**src/tmr_params.svh**
```systemverilog
// Register offsets, field positions and reset values of the 16-bit timer
`ifndef TMR_PARAMS_SVH
`define TMR_PARAMS_SVH
`define TMR_ADDR_FLAGS     3'h0
`define TMR_ADDR_ENABLES   3'h1
`define TMR_ADDR_PRIO      3'h2
`define TMR_ADDR_CNT_LOW   3'h3
`define TMR_ADDR_CNT_HIGH  3'h4
`define TMR_ADDR_CTRL      3'h5
`define TMR_ADDR_OSC_CTRL  3'h6
`define TMR_BIT_OVF        0
`define TMR_BIT_IDLE       7
`define TMR_SCS_OSC        2'h1
`define TMR_CMP_SPECIAL    4'hB
`define TMR_CNT_MAX        16'hFFFF
`define TMR_CNT_ZERO       16'h0000
`define TMR_RST_BYTE       8'h00
`endif

```
**src/tmr_pkg.sv**
```systemverilog
// Types shared by the 16-bit timer
package tmr_pkg;
    typedef struct packed {
        logic       wide_access_enable;
        logic       osc_clock_status;
        logic [1:0] input_prescale_select;
        logic       osc_enable;
        logic       skip_input_sync;
        logic       external_clock_select;
        logic       counter_on;
    } tmr_ctrl_s;

    typedef struct packed {
        logic [2:0] addr;
        logic [7:0] wdata;
        logic       wr;
        logic       rd;
    } tmr_bus_s;

    typedef enum logic [2:0] {
        TMR_MODE_PRIMARY  = 3'b001,
        TMR_MODE_SEC_RUN  = 3'b010,
        TMR_MODE_SEC_IDLE = 3'b100
    } tmr_mode_e;
endpackage

```
**src/tmr_top.sv**
```systemverilog
// 16-bit timer/counter with oscillator clock source and register port
//
// Chosen here: the placing of the registers and the plain strobed port.
`timescale 1ns/1ps
`default_nettype none
`include "tmr_params.svh"

// Overview of operation
// - Status bit set while the timer oscillator clocks the device.
// - Clock select written 01 enters secondary run on the timer oscillator.
// - Sleep with idle bit clear under timer oscillator enters secondary idle.
// - Count bytes form one 16-bit up counter wrapping FFFF to 0000.
// - Each wrap latches the overflow flag until software clears it.
// - Overflow flag raises an interrupt only while its enable bit is set.
// - Compare mode 1011 trigger from an owning compare unit resets counter.
// - Trigger reset honoured in timer or synchronous counter mode only.
// - Compare value pair thus acts as the counting period.
// - Counter write in the trigger cycle wins over the reset.
// - Trigger reset never sets the overflow flag.
// - Prescale field divides count clock by 1, 2, 4 or 8.
// - Clear select counts instruction cycles; set counts input rising edges.
// - Wide mode buffers high byte on low read and loads it on low write.
// - Low byte write clears the prescaler; high byte write leaves it.
module tmr_top (
    input  wire logic       clock_i,
    input  wire logic       rst_n_i,
    input  wire logic [2:0] addr_i,
    input  wire logic [7:0] wdata_i,
    input  wire logic       wr_i,
    input  wire logic       rd_i,
    output logic      [7:0] rdata_o,
    input  wire logic       ext_clk_i,
    input  wire logic       osc_clk_i,
    input  wire logic       cmp_trig_i,
    input  wire logic [3:0] cmp_mode_i,
    input  wire logic       cmp_uses_timer_i,
    input  wire logic       sleep_i,
    input  wire logic       wake_i,
    output logic            irq_o,
    output logic            irq_prio_o,
    output logic            osc_clock_status_o,
    output logic            sec_run_o,
    output logic            sec_idle_o
);
    tmr_pkg::tmr_bus_s  bus;
    tmr_pkg::tmr_ctrl_s ctrl_r;
    tmr_pkg::tmr_mode_e mode_r;
    logic [15:0] cnt_r;
    logic [15:0] cnt_nxt;
    logic [7:0]  hbuf_r;
    logic [2:0]  pre_r;
    logic [2:0]  pre_mask;
    logic        flag_r;
    logic        en_r;
    logic        prio_r;
    logic        idle_r;
    logic [1:0]  scs_r;
    logic [1:0]  pin_s1_r;
    logic [1:0]  pin_s2_r;
    logic        src_d_r;
    logic        src_lvl;
    logic        src_rise;
    logic        cnt_event;
    logic        pre_tick;
    logic        inc;
    logic        wr_low;
    logic        wr_high;
    logic        wr_cnt;
    logic        async_mode;
    logic        trig_eff;
    logic        wrap;

    assign bus.addr  = addr_i;
    assign bus.wdata = wdata_i;
    assign bus.wr    = wr_i;
    assign bus.rd    = rd_i;

    assign wr_low  = bus.wr && (bus.addr == `TMR_ADDR_CNT_LOW);
    assign wr_high = bus.wr && (bus.addr == `TMR_ADDR_CNT_HIGH);
    assign wr_cnt  = wr_low || (wr_high && !ctrl_r.wide_access_enable);

    // Two-stage synchronisers for external pin and oscillator
    always_ff @(posedge clock_i) begin
        if (!rst_n_i) begin
            pin_s1_r <= 2'h0;
            pin_s2_r <= 2'h0;
        end else begin
            pin_s1_r <= {osc_clk_i, ext_clk_i};
            pin_s2_r <= pin_s1_r;
        end
    end

    // Oscillator replaces the pin when enabled
    assign src_lvl = ctrl_r.osc_enable ? pin_s2_r[1] : pin_s2_r[0];

    always_ff @(posedge clock_i) begin
        if (!rst_n_i) begin
            src_d_r <= 1'b0;
        end else begin
            src_d_r <= src_lvl;
        end
    end

    assign src_rise  = src_lvl && !src_d_r;
    assign cnt_event = ctrl_r.external_clock_select ? src_rise : 1'b1;
    assign pre_mask  = 3'((4'h1 << ctrl_r.input_prescale_select) - 4'h1);
    assign pre_tick  = cnt_event && (pre_r == pre_mask);
    assign inc       = ctrl_r.counter_on && pre_tick;

    // Prescaler counts qualified count events
    always_ff @(posedge clock_i) begin
        if (!rst_n_i) begin
            pre_r <= 3'h0;
        end else if (wr_low) begin
            pre_r <= 3'h0;
        end else if (ctrl_r.counter_on && cnt_event) begin
            pre_r <= pre_tick ? 3'h0 : pre_r + 3'h1;
        end
    end

    assign async_mode = ctrl_r.external_clock_select && ctrl_r.skip_input_sync;
    assign trig_eff   = cmp_trig_i && cmp_uses_timer_i
                        && (cmp_mode_i == `TMR_CMP_SPECIAL)
                        && !async_mode;
    assign wrap = inc && (cnt_r == `TMR_CNT_MAX) && !wr_cnt && !trig_eff;

    always_comb begin
        cnt_nxt = cnt_r;
        if (wr_low && ctrl_r.wide_access_enable) begin
            cnt_nxt = {hbuf_r, bus.wdata};
        end else if (wr_low) begin
            cnt_nxt = {cnt_r[15:8], bus.wdata};
        end else if (wr_cnt) begin
            cnt_nxt = {bus.wdata, cnt_r[7:0]};
        end else if (trig_eff) begin
            cnt_nxt = `TMR_CNT_ZERO;
        end else if (inc) begin
            cnt_nxt = cnt_r + 16'h0001;
        end
    end

    always_ff @(posedge clock_i) begin
        if (!rst_n_i) begin
            cnt_r <= `TMR_CNT_ZERO;
        end else begin
            cnt_r <= cnt_nxt;
        end
    end

    // High byte buffer for wide access
    always_ff @(posedge clock_i) begin
        if (!rst_n_i) begin
            hbuf_r <= `TMR_RST_BYTE;
        end else if (bus.rd && bus.addr == `TMR_ADDR_CNT_LOW
                     && ctrl_r.wide_access_enable) begin
            hbuf_r <= cnt_r[15:8];
        end else if (wr_high && ctrl_r.wide_access_enable) begin
            hbuf_r <= bus.wdata;
        end
    end

    // Overflow flag; a wrap beats a clear in the same cycle
    always_ff @(posedge clock_i) begin
        if (!rst_n_i) begin
            flag_r <= 1'b0;
        end else if (wrap) begin
            flag_r <= 1'b1;
        end else if (bus.wr && bus.addr == `TMR_ADDR_FLAGS) begin
            flag_r <= bus.wdata[`TMR_BIT_OVF];
        end
    end

    always_ff @(posedge clock_i) begin
        if (!rst_n_i) begin
            en_r   <= 1'b0;
            prio_r <= 1'b0;
        end else if (bus.wr && bus.addr == `TMR_ADDR_ENABLES) begin
            en_r <= bus.wdata[`TMR_BIT_OVF];
        end else if (bus.wr && bus.addr == `TMR_ADDR_PRIO) begin
            prio_r <= bus.wdata[`TMR_BIT_OVF];
        end
    end

    // Control register; status bit follows the clock mode
    always_ff @(posedge clock_i) begin
        if (!rst_n_i) begin
            ctrl_r <= '0;
        end else begin
            if (bus.wr && bus.addr == `TMR_ADDR_CTRL) begin
                ctrl_r <= bus.wdata;
            end
            ctrl_r.osc_clock_status <= (mode_r != tmr_pkg::TMR_MODE_PRIMARY);
        end
    end

    always_ff @(posedge clock_i) begin
        if (!rst_n_i) begin
            idle_r <= 1'b0;
            scs_r  <= 2'h0;
        end else if (bus.wr && bus.addr == `TMR_ADDR_OSC_CTRL) begin
            idle_r <= bus.wdata[`TMR_BIT_IDLE];
            scs_r  <= bus.wdata[1:0];
        end
    end

    // Power mode sequencing on the timer oscillator
    always_ff @(posedge clock_i) begin
        if (!rst_n_i) begin
            mode_r <= tmr_pkg::TMR_MODE_PRIMARY;
        end else begin
            unique case (mode_r)
                tmr_pkg::TMR_MODE_PRIMARY: begin
                    if (scs_r == `TMR_SCS_OSC) begin
                        mode_r <= tmr_pkg::TMR_MODE_SEC_RUN;
                    end
                end
                tmr_pkg::TMR_MODE_SEC_RUN: begin
                    if (scs_r != `TMR_SCS_OSC) begin
                        mode_r <= tmr_pkg::TMR_MODE_PRIMARY;
                    end else if (sleep_i && !idle_r) begin
                        mode_r <= tmr_pkg::TMR_MODE_SEC_IDLE;
                    end
                end
                tmr_pkg::TMR_MODE_SEC_IDLE: begin
                    if (wake_i) begin
                        mode_r <= tmr_pkg::TMR_MODE_SEC_RUN;
                    end
                end
                default: begin
                    mode_r <= tmr_pkg::TMR_MODE_PRIMARY;
                end
            endcase
        end
    end

    // Registered outputs
    always_ff @(posedge clock_i) begin
        if (!rst_n_i) begin
            irq_o              <= 1'b0;
            irq_prio_o         <= 1'b0;
            osc_clock_status_o <= 1'b0;
            sec_run_o          <= 1'b0;
            sec_idle_o         <= 1'b0;
        end else begin
            irq_o              <= flag_r && en_r;
            irq_prio_o         <= prio_r;
            osc_clock_status_o <= ctrl_r.osc_clock_status;
            sec_run_o          <= (mode_r == tmr_pkg::TMR_MODE_SEC_RUN);
            sec_idle_o         <= (mode_r == tmr_pkg::TMR_MODE_SEC_IDLE);
        end
    end

    // Read data one cycle after the strobe, zero otherwise
    always_ff @(posedge clock_i) begin
        if (!rst_n_i) begin
            rdata_o <= `TMR_RST_BYTE;
        end else if (bus.rd) begin
            unique case (bus.addr)
                `TMR_ADDR_FLAGS:    rdata_o <= {7'h00, flag_r};
                `TMR_ADDR_ENABLES:  rdata_o <= {7'h00, en_r};
                `TMR_ADDR_PRIO:     rdata_o <= {7'h00, prio_r};
                `TMR_ADDR_CNT_LOW:  rdata_o <= cnt_r[7:0];
                `TMR_ADDR_CNT_HIGH: rdata_o <= ctrl_r.wide_access_enable
                                               ? hbuf_r : cnt_r[15:8];
                `TMR_ADDR_CTRL:     rdata_o <= ctrl_r;
                `TMR_ADDR_OSC_CTRL: rdata_o <= {idle_r, 5'h00, scs_r};
                default:            rdata_o <= `TMR_RST_BYTE;
            endcase
        end else begin
            rdata_o <= `TMR_RST_BYTE;
        end
    end
endmodule // tmr_top
`default_nettype wire

```
**config.mk**
```make
export PLATFORM = sky130hd
export DESIGN_NAME = tmr_top
export DESIGN_NICKNAME = d
export VERILOG_FILES = /design/src/tmr_pkg.sv /design/src/tmr_top.sv
export VERILOG_INCLUDE_DIRS = /design/src
export SDC_FILE = /design/constraint.sdc
export NUM_CORES = 1
export LEC_CHECK = 0
export BUFFER_PORTS_ARGS = -buffer_cell sky130_fd_sc_hd__buf_2
export CAP_MARGIN = 20
export CORE_MARGIN = 3
export CORE_UTILIZATION = 40
export CTS_CLUSTER_SIZE = 28
export DETAILED_ROUTE_END_ITERATION = 7
export MAX_ROUTING_LAYER = met4
export PLACE_DENSITY = 0.64
export SLEW_MARGIN = 10
export SYNTH_ARGS = -nofsm -noshare
export SYNTH_HDL_FRONTEND = slang
export SYNTH_SLANG_ARGS = --single-unit
```
**constraint.sdc**
```tcl
create_clock -name clock_i -period 2.1 [get_ports clock_i]
set_input_delay 0.105 -clock clock_i [delete_from_list [all_inputs] [get_ports clock_i]]
set_output_delay 0.105 -clock clock_i [all_outputs]
set_load 0.02 [all_outputs]
```
==> impl_metrics.env <==
export IMPL_status="completed"
export IMPL_grtUsageTotal_pct=22.33
export IMPL_fin_crit_ns=1.930
export IMPL_hpwl_um=6798
export IMPL_vias_per_cell=5.817
export IMPL_cp_required_ns=2.37
export IMPL_cp_start_kind="register"
export IMPL_clk_pin_slew_worst_paths_ns=0.07
export IMPL_dpl_cell_count=514
export IMPL_max_freq_ghz=0.5181
export IMPL_fin_cells=531
export IMPL_switching_share_pct=25.98
export IMPL_maxSlewViolCount=0
export IMPL_seq_power_share_pct=49.7
export IMPL_tightest_slew_ns=0.6244
export IMPL_layout_drive_gt1_share_pct=19.21
export IMPL_nFillCells=738
export IMPL_p_switching_uw=640.1
export IMPL_htree_levels=3
export IMPL_tns_ns=0
export IMPL_nets=455
export IMPL_power_leakage_uw=0.001327
export IMPL_root_buffer="clkbuf_8"
export IMPL_fin_crit_sh_pct=91.90
export IMPL_synthArstFlopShare_pct=0
export IMPL_relSlewSlack_pct=58.26
export IMPL_power_frac_comb_pct=8.9
export IMPL_io_buffers=37
export IMPL_critPathMaxFanout=6
export IMPL_ys_ff_latch=62
export IMPL_first_pass_iters=5
export IMPL_cts_made_buffers=9
export IMPL_antenna_found_initial=0
export IMPL_grt_ovfl_total=0
export IMPL_grt_pass1_vias=2975
export IMPL_clockBufferDepth=2
export IMPL_insertedDiodeCount=0
export IMPL_avgRoutedWirePerCell_um=17.50
export IMPL_yosysWarnings=0
export IMPL_synthDistinctLibCells=59
export IMPL_syn_area_per_cell_um2=8.289
export IMPL_initial_core_util_pct=42.52
export IMPL_p_per_area_nw_per_um2=658.8
export IMPL_skew_ns=0.008379
export IMPL_dieArea_um2=9064
export IMPL_final_area_um2=3740
export IMPL_postSynthCellCount=384
export IMPL_die_h_um=95.21
export IMPL_multi_input_area_um2=1794
export IMPL_route_detailed_drc=0
export IMPL_placed_area_um2=3525
export IMPL_fp_coreArea_um2=7486
export IMPL_ios=38
export IMPL_syn_nets=411
export IMPL_layout_common_cells="62 x dfxtp_1, 42 x nand2_1, 37 x buf_2"
export IMPL_clk_latency_ns=0.34
export IMPL_setup_viol_count_final=0
export IMPL_grt_max_degree=21
export IMPL_grt_pass1_wl_um=15180
export IMPL_finalHoldViolations=0
export IMPL_final_common_cell="dfxtp_1"
export IMPL_rsz0062_at_grt="false"
export IMPL_crit_arrival_ns=2.20
export IMPL_max_vdd_ir_drop_mv=0.3751
export IMPL_drt_iter0_drc=252
export IMPL_synth_edf_count=0
export IMPL_area_growth_synth_to_final_pct=17.49
export IMPL_final_antenna_net_count=0
export IMPL_seq_area_frac_synth_pct=38.99
export IMPL_cts_setup_buffers=0
export IMPL_route_vias_total=3089
export IMPL_p_clk_share_pct=41.3
export IMPL_row_count=31
export IMPL_critPathKind="register to register"
export IMPL_cts_tree="built"
export IMPL_hold_path_class="primary input to register"
export IMPL_die_w_um=95.21
export IMPL_synth_area_um2=3183
export IMPL_synthFlopType="dfxtp_1"
export IMPL_routed_wl_um=9294
export IMPL_critPathCaptureType="register"
export IMPL_power_internal_uw=1824
export IMPL_gp_congestion=0.9055
export IMPL_drv_cap=0
export IMPL_numClockSinks=62
export IMPL_regArea_um2=1241
state kept, by name (all words and copies together), names as in the netlist, 2 cells and up:
register	cells
pre_r	3
rdata_o	8
cnt_r	16
pin_s1_r	2
ctrl_r	8
pin_s2_r	2
hbuf_r	8
mode_r	3
scs_r	2
kinds of logic (layout without fill, tap and decap cells):
kind of cell	after synthesis	after routing	synth area share, %
buffers and inverters	36	84	4.874
DFF	62	62	38.99
adders and majority gates	2	2	0.7860
AOI/OAI and AO/OA	111	111	24.06
muxes	15	15	4.756
and+or+nand+nor	156	156	25.98
xor gates and xnor gates	2	2	0.5504
synthesized netlist by cell type (all sizes together) (3+ instances only):
cell | instances | area share [%]
a211oi | 8 | 1.9
a21oi | 27 | 4.2
a22oi | 22 | 5.2
a31oi | 6 | 1.2
and2 | 9 | 1.8
and3 | 3 | 0.59
and3b | 4 | 1.1
and4 | 3 | 0.83
buf | 10 | 1.8
clkbuf | 16 | 1.9
dfxtp | 62 | 39
inv | 9 | 1.1
mux2i | 14 | 4.4
nand2 | 42 | 5.0
nand2b | 5 | 0.98
nand3 | 28 | 4.6
nand3b | 3 | 0.71
nand4 | 4 | 0.79
nor2 | 24 | 2.9
nor2b | 3 | 0.59
nor3 | 10 | 1.7
nor3b | 4 | 0.94
nor4b | 3 | 0.83
o21ai | 16 | 2.6
o31a | 8 | 2.2
o32ai | 7 | 1.9
or4 | 3 | 0.71
metal layers:
| metal | track usage, % | share of wire [%] | up-vias |
|---|---|---|---|
| met2 | 34.75 | 48 | 86 |
| met4 | 6.731 | 1.7 | 0 |
| li1 | - | - | 1519 |
| met3 | 4.657 | 5.3 | 15 |
| met1 | 29.15 | 45 | 1469 |
| met5 | - | 0 | - |
power groups by stage:
| stage | Clock [µW] | Sequential [µW] | Combinational (µW) |
|---|---|---|---|
| after floorplan | 0 | 1250 | 123 |
| after detailed placement | 0 | 1250 | 214 |
| after CTS | 1050 | 1220 | 218 |
| after global placement | 0 | 1250 | 210 |
| after global routing | 1090 | 1230 | 242 |
| final | 1020 | 1230 | 220 |
worst paths after layout:
kind | to | cells after the start | startpoint | slack [ns]
setup / recovery | flag_r | 6 | cnt_r[0] | 0.17
hold / removal | mode_r[2] | 3 | wake_i | 0.07
setup reg to reg | flag_r | 6 | cnt_r[0] | 0.17
hold reg to reg | pin_s2_r[1] | 1 | pin_s1_r[1] | 0.44
metrics by stage:
stage	total power [µW]	hold WS (ns)	util, %	setup WS [ns]
after global placement	1462	0.3150	47.08	0.1060
final	2464	0.06804	49.96	0.1700
after floorplan	1369	0.2323	-	0.4489
after detailed placement	1466	0.3140	47.08	0.006172
after global routing	2559	0.06011	49.96	0.009420
after CTS	2494	0.04613	49.86	0.002744
area by class of cell:
type | instances | share of cell area [%]
timing repair buffer | 59 | 9.502
clock inverter | 6 | 1.706
tap | 99 | 3.312
sequential | 62 | 33.19
inverter | 10 | 1.004
clock buffer | 9 | 3.312
multi-input combinational | 286 | 47.98
what timing repair did:
item,in CTS,in global routing
setup endpoints to repair,0,17
endpoints found under the hold margin,2,0
hold buffers,2,0
resized for setup,0,2
critical path: stages, from the launching register on:
cell     delay, ns
dfxtp_1       0.42
ha_1          0.23
nand3_1       0.16
nor2_1        0.27
nand3_1       0.17
or4_1         0.46
a21oi_1       0.16
No activity file was read; power rests on OpenSTA's default activity.
